===== src/rtl/tbh_params.svh =====
// Constants for the trap, branch hint and special register decoder
`ifndef TBH_PARAMS_SVH
`define TBH_PARAMS_SVH

// ----------------------------------------
// Special register numbers
// ----------------------------------------
`define TBH_SPR_FXE 10'h001
`define TBH_SPR_LINK 10'h008
`define TBH_SPR_COUNT 10'h009
`define TBH_SPR_FSRC 10'h012
`define TBH_SPR_FADDR 10'h013
`define TBH_SPR_DOWN 10'h016
`define TBH_SPR_SVPC 10'h01a
`define TBH_SPR_SVST 10'h01b
`define TBH_SPR_SCR_BASE 10'h110

// ----------------------------------------
// Trap mask bit positions (vector index)
// ----------------------------------------
`define TBH_TM_LT 4
`define TBH_TM_GT 3
`define TBH_TM_SAME 2
`define TBH_TM_LTU 1
`define TBH_TM_GTU 0
`define TBH_TM_ALL 5'h1f

// ----------------------------------------
// Branch options, condition bit select and reset values
// ----------------------------------------
`define TBH_HINT_BIT 0
`define TBH_SPR_RST 32'h0000_0000
`define TBH_FLAG_TOP 5'h1f

`endif


===== src/rtl/tbh_pkg.sv =====
// Types shared by the trap, branch hint and special register decoder
package tbh_pkg;

   typedef enum logic [1:0] {
      TBH_IDLE = 2'b01,
      TBH_RAISE = 2'b10
   } tbh_trap_state_type;

   typedef enum logic [3:0] {
      TBH_R_FXE = 4'h0,
      TBH_R_LINK = 4'h1,
      TBH_R_COUNT = 4'h2,
      TBH_R_FSRC = 4'h3,
      TBH_R_FADDR = 4'h4,
      TBH_R_DOWN = 4'h5,
      TBH_R_SVPC = 4'h6,
      TBH_R_SVST = 4'h7,
      TBH_R_SCR0 = 4'h8,
      TBH_R_SCR1 = 4'h9,
      TBH_R_SCR2 = 4'ha,
      TBH_R_SCR3 = 4'hb
   } tbh_spr_idx_type;

   typedef logic [4:0] tbh_cond_type;

endpackage


===== src/rtl/tbh_compare.sv =====
// Five-way signed and unsigned comparator for trap evaluation
`timescale 1ns/1ps
`include "tbh_params.svh"

module tbh_compare
   import tbh_pkg::*;
#(
   parameter int XLEN = 32
) (
   input wire logic [XLEN-1:0] op_a,
   input wire logic [XLEN-1:0] op_b,
   output tbh_cond_type cond
);

   always_comb begin
      cond = '0;
      cond[`TBH_TM_LT] = $signed(op_a) < $signed(op_b);
      cond[`TBH_TM_GT] = $signed(op_a) > $signed(op_b);
      cond[`TBH_TM_SAME] = op_a == op_b;
      cond[`TBH_TM_LTU] = op_a < op_b;
      cond[`TBH_TM_GTU] = op_a > op_b;
   end

endmodule // tbh_compare


===== src/rtl/tbh_decode.sv =====
// Trap evaluation, static branch prediction and special register decode
`timescale 1ns/1ps
`include "tbh_params.svh"

module tbh_decode
   import tbh_pkg::*;
#(
   parameter int XLEN = 32,
   parameter int IMM_W = 16,
   parameter int DISP_W = 14
) (
   input wire logic clock,
   input wire logic sys_rst,
   input wire logic trap_valid,
   input wire logic trap_imm_form,
   input wire logic [4:0] trap_condition_mask,
   input wire logic [XLEN-1:0] first_source_gpr,
   input wire logic [XLEN-1:0] second_source_gpr,
   input wire logic [IMM_W-1:0] signed_immediate,
   input wire logic trap_ack,
   output logic trap_req_q,
   output tbh_cond_type trap_cond_q,
   input wire logic br_valid,
   input wire logic br_reg_target,
   input wire logic [4:0] branch_options_field,
   input wire logic [DISP_W-1:0] br_disp,
   output logic pred_valid_q,
   output logic pred_taken_q,
   input wire logic flag_valid,
   input wire logic [4:0] condition_flag_select,
   input wire logic [31:0] condition_register,
   output logic flag_value_q,
   output logic [2:0] flag_field_q,
   output logic [1:0] flag_pos_q,
   input wire logic spr_valid,
   input wire logic spr_write,
   input wire logic [9:0] spr_num,
   input wire logic [XLEN-1:0] spr_wdata,
   output logic [XLEN-1:0] spr_rdata_q,
   output logic spr_hit_q,
   output logic spr_bad_q
);

   // ----------------------------------------
   // Parameter checks
   // ----------------------------------------
   if (IMM_W < 2 || IMM_W > XLEN || DISP_W < 2 || DISP_W > XLEN) begin : g_bad_width
      $error("tbh_decode: immediate or displacement width out of range");
   end

   localparam int NSPR = 12;

   // ----------------------------------------
   // Trap evaluation
   // ----------------------------------------
   tbh_trap_state_type trap_st_q;
   logic [XLEN-1:0] trap_b;
   tbh_cond_type trap_cond;
   tbh_cond_type trap_masked;
   logic trap_take;

   // Immediate form compares against the sign-extended field
   assign trap_b = trap_imm_form ?
      {{(XLEN-IMM_W){signed_immediate[IMM_W-1]}}, signed_immediate} :
      second_source_gpr;

   tbh_compare #(
      .XLEN(XLEN)
   ) u_cmp (
      .op_a(first_source_gpr),
      .op_b(trap_b),
      .cond(trap_cond)
   );

   // Mask index 4 holds field bit 0, so codes read as printed
   assign trap_masked = trap_cond & trap_condition_mask;
   // A full mask always hits one of lt, gt or equal
   assign trap_take = trap_valid && (trap_st_q == TBH_IDLE) && (|trap_masked);

   // New traps are ignored while one waits for its acknowledge
   always_ff @(posedge clock or posedge sys_rst) begin
      if (sys_rst) begin
         trap_st_q <= TBH_IDLE;
      end else begin
         unique case (trap_st_q)
            TBH_IDLE: begin
               if (trap_take) begin
                  trap_st_q <= TBH_RAISE;
               end
            end
            TBH_RAISE: begin
               if (trap_ack) begin
                  trap_st_q <= TBH_IDLE;
               end
            end
            default: begin
               trap_st_q <= TBH_IDLE;
            end
         endcase
      end
   end

   always_ff @(posedge clock or posedge sys_rst) begin
      if (sys_rst) begin
         trap_req_q <= 1'b0;
      end else if (trap_take) begin
         trap_req_q <= 1'b1;
      end else if (trap_ack) begin
         trap_req_q <= 1'b0;
      end
   end

   always_ff @(posedge clock or posedge sys_rst) begin
      if (sys_rst) begin
         trap_cond_q <= '0;
      end else if (trap_valid && trap_st_q == TBH_IDLE) begin
         trap_cond_q <= trap_masked;
      end
   end

   // ----------------------------------------
   // Static branch prediction
   // ----------------------------------------
   logic br_hint;
   logic br_pred;

   // Only the hint bit matters here, never the condition bits
   assign br_hint = branch_options_field[`TBH_HINT_BIT];
   // Register targets are unknown at decode, so follow the hint bit alone
   assign br_pred = br_reg_target ? br_hint :
      (br_disp[DISP_W-1] ^ br_hint);

   always_ff @(posedge clock or posedge sys_rst) begin
      if (sys_rst) begin
         pred_valid_q <= 1'b0;
         pred_taken_q <= 1'b0;
      end else begin
         pred_valid_q <= br_valid;
         if (br_valid) begin
            pred_taken_q <= br_pred;
         end
      end
   end

   // ----------------------------------------
   // Condition bit select
   // ----------------------------------------
   // Bit 0 of the condition register is its most significant bit
   always_ff @(posedge clock or posedge sys_rst) begin
      if (sys_rst) begin
         flag_value_q <= 1'b0;
         flag_field_q <= '0;
         flag_pos_q <= '0;
      end else if (flag_valid) begin
         flag_field_q <= condition_flag_select[4:2];
         flag_pos_q <= condition_flag_select[1:0];
         flag_value_q <= condition_register[`TBH_FLAG_TOP - condition_flag_select];
      end
   end

   // ----------------------------------------
   // Special register decode and storage
   // ----------------------------------------
   logic [XLEN-1:0] spr_mem_q [NSPR];
   tbh_spr_idx_type spr_idx;
   logic spr_hit;

   always_comb begin
      spr_idx = TBH_R_FXE;
      spr_hit = 1'b1;
      unique case (spr_num)
         `TBH_SPR_FXE: spr_idx = TBH_R_FXE;
         `TBH_SPR_LINK: spr_idx = TBH_R_LINK;
         `TBH_SPR_COUNT: spr_idx = TBH_R_COUNT;
         `TBH_SPR_FSRC: spr_idx = TBH_R_FSRC;
         `TBH_SPR_FADDR: spr_idx = TBH_R_FADDR;
         `TBH_SPR_DOWN: spr_idx = TBH_R_DOWN;
         `TBH_SPR_SVPC: spr_idx = TBH_R_SVPC;
         `TBH_SPR_SVST: spr_idx = TBH_R_SVST;
         `TBH_SPR_SCR_BASE: spr_idx = TBH_R_SCR0;
         `TBH_SPR_SCR_BASE + 10'h001: spr_idx = TBH_R_SCR1;
         `TBH_SPR_SCR_BASE + 10'h002: spr_idx = TBH_R_SCR2;
         `TBH_SPR_SCR_BASE + 10'h003: spr_idx = TBH_R_SCR3;
         default: spr_hit = 1'b0;
      endcase
   end

   // Unknown numbers neither write nor disturb any register
   always_ff @(posedge clock or posedge sys_rst) begin
      if (sys_rst) begin
         for (int i = 0; i < NSPR; i++) begin
            spr_mem_q[i] <= `TBH_SPR_RST;
         end
      end else if (spr_valid && spr_write && spr_hit) begin
         spr_mem_q[spr_idx] <= spr_wdata;
      end
   end

   // Read data is the stored word before any same-cycle write
   always_ff @(posedge clock or posedge sys_rst) begin
      if (sys_rst) begin
         spr_rdata_q <= '0;
         spr_hit_q <= 1'b0;
         spr_bad_q <= 1'b0;
      end else begin
         spr_hit_q <= spr_valid && spr_hit;
         spr_bad_q <= spr_valid && !spr_hit;
         if (spr_valid && !spr_write && spr_hit) begin
            spr_rdata_q <= spr_mem_q[spr_idx];
         end
      end
   end
endmodule // tbh_decode


===== config.mk =====
export PLATFORM = sky130hd
export DESIGN_NAME = tbh_decode
export DESIGN_NICKNAME = d
export VERILOG_FILES = /design/src/rtl/tbh_pkg.sv /design/src/rtl/tbh_compare.sv /design/src/rtl/tbh_decode.sv
export VERILOG_INCLUDE_DIRS = /design/src /design/src/rtl
export SDC_FILE = /design/constraint.sdc
export NUM_CORES = 1
export LEC_CHECK = 0
export ABC_AREA = 1
export BUFFER_PORTS_ARGS = -buffer_cell sky130_fd_sc_hd__clkbuf_2
export CORE_UTILIZATION = 40
export DETAILED_ROUTE_END_ITERATION = 8
export SETUP_SLACK_MARGIN = 0.15
export SLEW_MARGIN = 5
export SYNTH_ARGS = -nofsm -noshare
export SYNTH_HDL_FRONTEND = slang
export SYNTH_SLANG_ARGS = --single-unit

===== constraint.sdc =====
create_clock -name clock -period 17.6 [get_ports clock]
set_clock_uncertainty 0.2 [all_clocks]
set_input_delay 3.52 -clock clock [delete_from_list [all_inputs] [get_ports clock]]
set_output_delay 3.52 -clock clock [all_outputs]
set_load 0.005 [all_outputs]

Word level (Yosys, flattened, before mapping)
Index checks and enable logic that the tools add are counted.
{"block": "word_totals", "in_bits": 193, "out_inout_bits": 48, "reg_bits": 434}
{"block": "classes", "order_cmp": 7, "eq_ne": 17, "n_addsub": 1, "bitwise_logic": 3, "muxes": 17, "n_reduce_logical": 15}
{"operator": "bitwise mux 384 bit", "n": 1}
{"operator": "binary-select mux 32 bit (select 4 bit)", "n": 1}
{"operator": "demux 32 bit (select 4 bit)", "n": 1}
{"operator": "two-way mux 32 bit", "n": 4}
{"operator": "greater-than comparator 32 bit", "n": 2}
{"operator": "less-than comparator 32 bit", "n": 2}
{"operator": "equality test 10 x 5 -> 1 bit, second input constant", "n": 5}
{"operator": "case mux 4 bit (11 select lines)", "n": 1}
{"operator": "equality test 10 x 9 -> 1 bit, second input constant", "n": 4}
{"operator": "equality test 32 bit", "n": 1}
{"operator": "equality test 10 x 4 -> 1 bit, second input constant", "n": 2}
{"operator": "OR reduction 12 bit", "n": 1}
{"operator": "equality test 10 x 1 -> 1 bit, second input constant", "n": 1}
{"operator": "logical AND 1 bit", "n": 9}
{"operator": "less-than comparator 5 x 6 -> 1 bit, second input constant", "n": 1}
{"operator": "AND 5 bit", "n": 1}
{"operator": "binary-select mux 1 bit (select 5 bit)", "n": 1}
{"operator": ">= comparator 5 bit, second input constant", "n": 1}
{"operator": "less-than comparator 5 x 1 -> 1 bit, second input constant", "n": 1}
{"operator": "two-way mux 1 bit", "n": 5}
{"operator": "NOT 4 -> 5 bit", "n": 1}
{"operator": "OR reduction 5 bit", "n": 1}
{"operator": "subtractor 5 bit, first input constant", "n": 1}
{"operator": "two-way mux 2 bit", "n": 2}
{"operator": "8 further kinds", "n": 10}

Longest topological paths before layout
{"block": "depth", "word_depth": 8, "mapped_depth": 22, "ltp_nobuf": 21}

Hierarchy
From an unflattened synthesis, not the netlist that was laid out.
{"block": "hier_totals", "cells_unflattened": 2987, "area_unflattened_um2": 22296.4}
{"mod": "tbh_decode", "instances": 1, "cells_per_inst": 2835, "area_each_um2": 21381.8}
{"mod": "tbh_compare", "instances": 1, "cells_per_inst": 152, "area_each_um2": 914.6}

Worst setup path before layout
Ideal clock, no wire load.
{"block": "synth_path", "path_type": "input -> register", "from": "input port trap_imm_form", "to": "register trap_req_q", "required_time_ps": 17278, "stages": 18, "setup_ps": 122, "path_slack_ps": 11556, "arrival_ps": 5722, "path_cell_list": "clkbuf_1 > clkbuf_1 > mux2i_1 > ha_1 > nand2_1 > inv_1 > o21ai_0 > nand2_1 > nor2_1 > nand2_1 > nand2_1 > nand2_1 > nand2_1 > nand2_1 > nand2_1 > nand2_1 > nor2_1 > nand2_1"}
{"block": "synth_via", "elab_chain_cells": 6}
{"item": "start: declaration", "line_no": "tbh_decode.sv:15", "text": "input wire logic trap_imm_form,"}
{"item": "two-way mux 32 bit (*)", "line_no": "tbh_decode.sv:63", "text": "assign trap_b = trap_imm_form ?"}
{"item": "greater-than comparator 32 bit (tied with other cells)", "line_no": "tbh_compare.sv:21", "text": "cond[`TBH_TM_GTU] = op_a > op_b;"}
{"item": "AND 5 bit (*)", "line_no": "tbh_decode.sv:76", "text": "assign trap_masked = trap_cond & trap_condition_mask;"}
{"item": "OR reduction 5 bit (*)", "line_no": "tbh_decode.sv:78", "text": "assign trap_take = trap_valid && (trap_st_q == TBH_IDLE) && (|trap_masked);"}
{"item": "logical AND 1 bit (*)", "line_no": "tbh_decode.sv:78"}
{"item": "two-way mux 1 bit or nonzero test 2 bit (tied branches)"}
{"item": "end signal: assignment", "line_no": "tbh_decode.sv:105", "text": "trap_req_q <= 1'b0;"}
{"item": "end signal: assignment", "line_no": "tbh_decode.sv:107", "text": "trap_req_q <= 1'b1;"}
{"item": "end signal: assignment", "line_no": "tbh_decode.sv:109", "text": "trap_req_q <= 1'b0;"}
{"item": "end: declaration", "line_no": "tbh_decode.sv:21", "text": "output logic trap_req_q,"}
Every way passes the cells marked *; elsewhere a longest branch is shown, timed or not.
A chain may end at the register's enable or synchronous reset.

Worst setup path in the final report
{"block": "layout_path", "from": "input port spr_num[5]", "to": "register spr_rdata_q[9]"}
{"block": "layout_via", "elab_chain_cells": 6}
{"item": "start: declaration", "line_no": "tbh_decode.sv:37", "text": "input wire logic [9:0] spr_num,"}
{"item": "equality test 10 x 9 -> 1 bit (tied with other cells)", "line_no": "tbh_decode.sv:171", "text": "unique case (spr_num)"}
{"item": "case mux 4 bit (11 select lines)", "line_no": "tbh_decode.sv:171"}
{"item": "NOT 4 -> 5 bit (not written as such)", "line_no": "tbh_decode.sv:209", "text": "spr_rdata_q <= spr_mem_q[spr_idx];"}
{"item": "binary-select mux 32 bit (select 4 bit)", "line_no": "tbh_decode.sv:209"}
{"item": "two-way mux 32 bit (not written as such) (2 in series)", "line_no": "tbh_decode.sv:209"}
{"item": "end signal: assignment", "line_no": "tbh_decode.sv:209"}
{"item": "end: declaration", "line_no": "tbh_decode.sv:39", "text": "output logic [XLEN-1:0] spr_rdata_q,"}
Parallel ways exist; a longest one is shown, timed or not. The select of a mux whose other input is x is not followed.

==> run summary <==
Synthesized area: 0.02180 mm2
EDFF count, synth: 0
CTS hold repair buffers: 0
Critical path class: input port to register
TritonCTS clock tree: done
Cells after synthesis: 2,986
Ports: 241
CTS buffer count: 49
H-tree lvl count: 2
Die W: 235.5 um
Final hold vios: 0
Static leakage: 13.29 nW
Slew Viols, Final: 0
Synth Warn #: 0
Synth top area share: 49.70%
Root buf cell: clkbuf_16
Slowest CP cell: buf_4
Total track usage: 23.08%
Non-filler instance count after layout: 3,817
Commonest cells post-synth: 1,351 x nand2_1, 433 x dfrtp_1, 244 x o21ai_1
Global-route wire length before repair: 102,200 um
Critical Path RT: 17.91 ns
Final Setup Violations: 0
Synth top area cells: dfrtp_1 50%, nand2_1 23%, o21ai_1 5.6%, nand3_1 4.8%, o21ai_0 3.8%
Synth Register Bits: 434
Async SR Flop Fraction: 100.0%
Final Hold Slack: 0.2831 ns
Top-count cell post-synth: nand2_1
Top_reg_cell synth: dfrtp_1
Via Count: 19,641
Post-cts resize count: 0
Antenna diode count: 0
Worst path cell trace: clkbuf_2 > inv_2 > nand2_1 > nor2_4 > nand2_1 > nor2_1 > nor2_4 > buf_4 > nand2_4 > buf_4 > buf_4 > nand2_1 > nand2_1 > nand2_1 > nand2_1 > nand2_1 > nand2_1 > nor2_1 > nor2_1
Max Root-Sink Buffers: 3
Register area share after synthesis: 49.82%
Outcome: completed
Core footprint: 0.05381 mm2
Crit path DAT: 7.63 ns
Die ar.: 0.05544 mm2
CP bufs+invs: 5
TritonRoute pass-1 iters: 6
Area grow syn2layout: 14.21%
Area leader, netlist: dfrtp_1
DRC viols: 0
Fin crit period: 7.318 ns
Worst Setup Start Kind: input port
GPL Wtd Cong: 0.8441
CP Capture Type: register
Initial antenna violation count: 0
GR Overflow Total: 0
Pin count of the biggest net entering global routing: 114
Distinct cell type count after synthesis: 31
Setup_tns: 0 ns
Relative slew slack: 20.65%
Row Count: 85
Slowest stage delay, CP: 0.88 ns
Initial Utilization: 40.51%
Avg WL per Cell: 16.69 um
Die height: 235.5 um
Crit-path most repeated cell: nand2_1
Vias per std cell: 5.146
Power per Cell Area: 90.30 mW/mm2
Top delay family on crit path: buffers and inverters
Clock slew at reported path FFs: 0.07 ns
DP Cell Count: 3,728
CTS sink cnt: 434
DRT antenna net count: 0
Max-cap viol count: 0
Mean Syn Cell Area: 7.301 um2
Post-CTS setup buffer count: 0
Final wirelength: 63,700 um
Placed wire-length estimate: 35,150 um
Worst-case vdd ir drop: 66.29 uV
Nets@finish: 3,308
Port Buf Inserts: 223
RSZ-0062 raised after global routing: no
Worst skew pair latency: 0.61 ns
Detailed Route Iter0 Violations: 1,650
Worst slew pin tran: 1.190 ns
Period utilization: 41.58%
HP Class: register to register
Placed Area: 0.02327 mm2
Cell area after layout: 0.02490 mm2
CP Max Fanout: 78
F_max: 136.6 MHz
Syn nets: 3,211
Share of cells above drive strength 1: 12.05%
Vias in the first global route: 18,786
==> cell families after synthesis <==
logic type,share of synthesized area (%)
buffers and inverters,6.342
muxes,0.6428
DFF,49.82
adders and majority gates,1.837
AOI/OAI and AO/OA,10.67
and+or+nand+nor,30.64
xor gates and xnor gates,0.04018
==> area by class of cell <==
class / instances / area [um2]
clock buffers: 68 / 1418
clock inverters: 21 / 211.5
fillers: 5461 / 28920
inverters: 148 / 564.3
multi-input cells: 2195 / 9615
flip-flops and latches: 434 / 10860
well taps: 696 / 870.8
repair buffers: 255 / 1356
==> where the power goes <==
group	internal (mW)	total [mW]	switching, mW
registers	1.03	1.04	0.0138
logic	0.0649	0.175	0.110
clock network	0.608	1.03	0.426
total	1.70	2.25	0.550
==> final timing paths <==
| kind | from | endpoint | slack (ns) | cells past startpoint |
|---|---|---|---|---|
| setup / recovery | spr_num[5] | spr_rdata_q[9] | 10.28 | 19 |
| hold / removal | trap_req_q | trap_req_q | 0.28 | 2 |
| setup reg to reg | trap_st_q[0] | trap_st_q[1] | 15.94 | 8 |
| hold reg to reg | trap_req_q | trap_req_q | 0.28 | 2 |
| max in group asynchronous | sys_rst | flag_pos_q[0] | 12.07 | 4 |
| min in group asynchronous | sys_rst | spr_mem_q[292] | 2.86 | 2 |
==> metrics by stage <==
step           utilization (%)  worst slack [ns]  power [mW]
2_1_floorplan                -             1.793       1.163
3_3_place_gp             43.24             9.691       1.230
3_5_place_dp             43.24             9.706       1.235
4_1_cts                  46.27             10.33       2.277
5_1_grt                  46.27             9.940       2.339
6_report                 46.27             10.28       2.248
==> state kept, by name, summed over array words and instances, names as in the netlist <==
register      cells
flag_field_q      3
flag_pos_q        2
trap_cond_q       5
spr_bad_q         1
spr_mem_q       384
pred_valid_q      1
pred_taken_q      1
spr_rdata_q      32
trap_st_q         2
spr_hit_q         1
flag_value_q      1
trap_req_q        1
==> layout by cell type (no fill, tap or decap), types with 14 or more instances in the layout <==
cell type,count
a21oi_1,33
buf_4,32
clkbuf_16,49
clkbuf_2,223
dfrtp_1,433
ha_1,32
inv_1,135
mux2i_1,14
nand2_1,1339
nand3_1,210
nor2_1,110
o21ai_0,164
o21ai_1,244
==> worst min-delay path, delay by kind of cell (launching register included) <==
family,cells,cell delay (ns)
flops,1,0.35
simple gates,2,0.10
==> per-layer routing <==
layer	up-vias	track usage [%]	part of all wire [%]
met2	677	39.10	48
li1	9639	-	-
met3	98	2.767	5.7
met5	-	0	0
met1	9227	30.26	43
met4	0	8.655	2.9
Note: power is estimated with default switching activity, not from simulation.
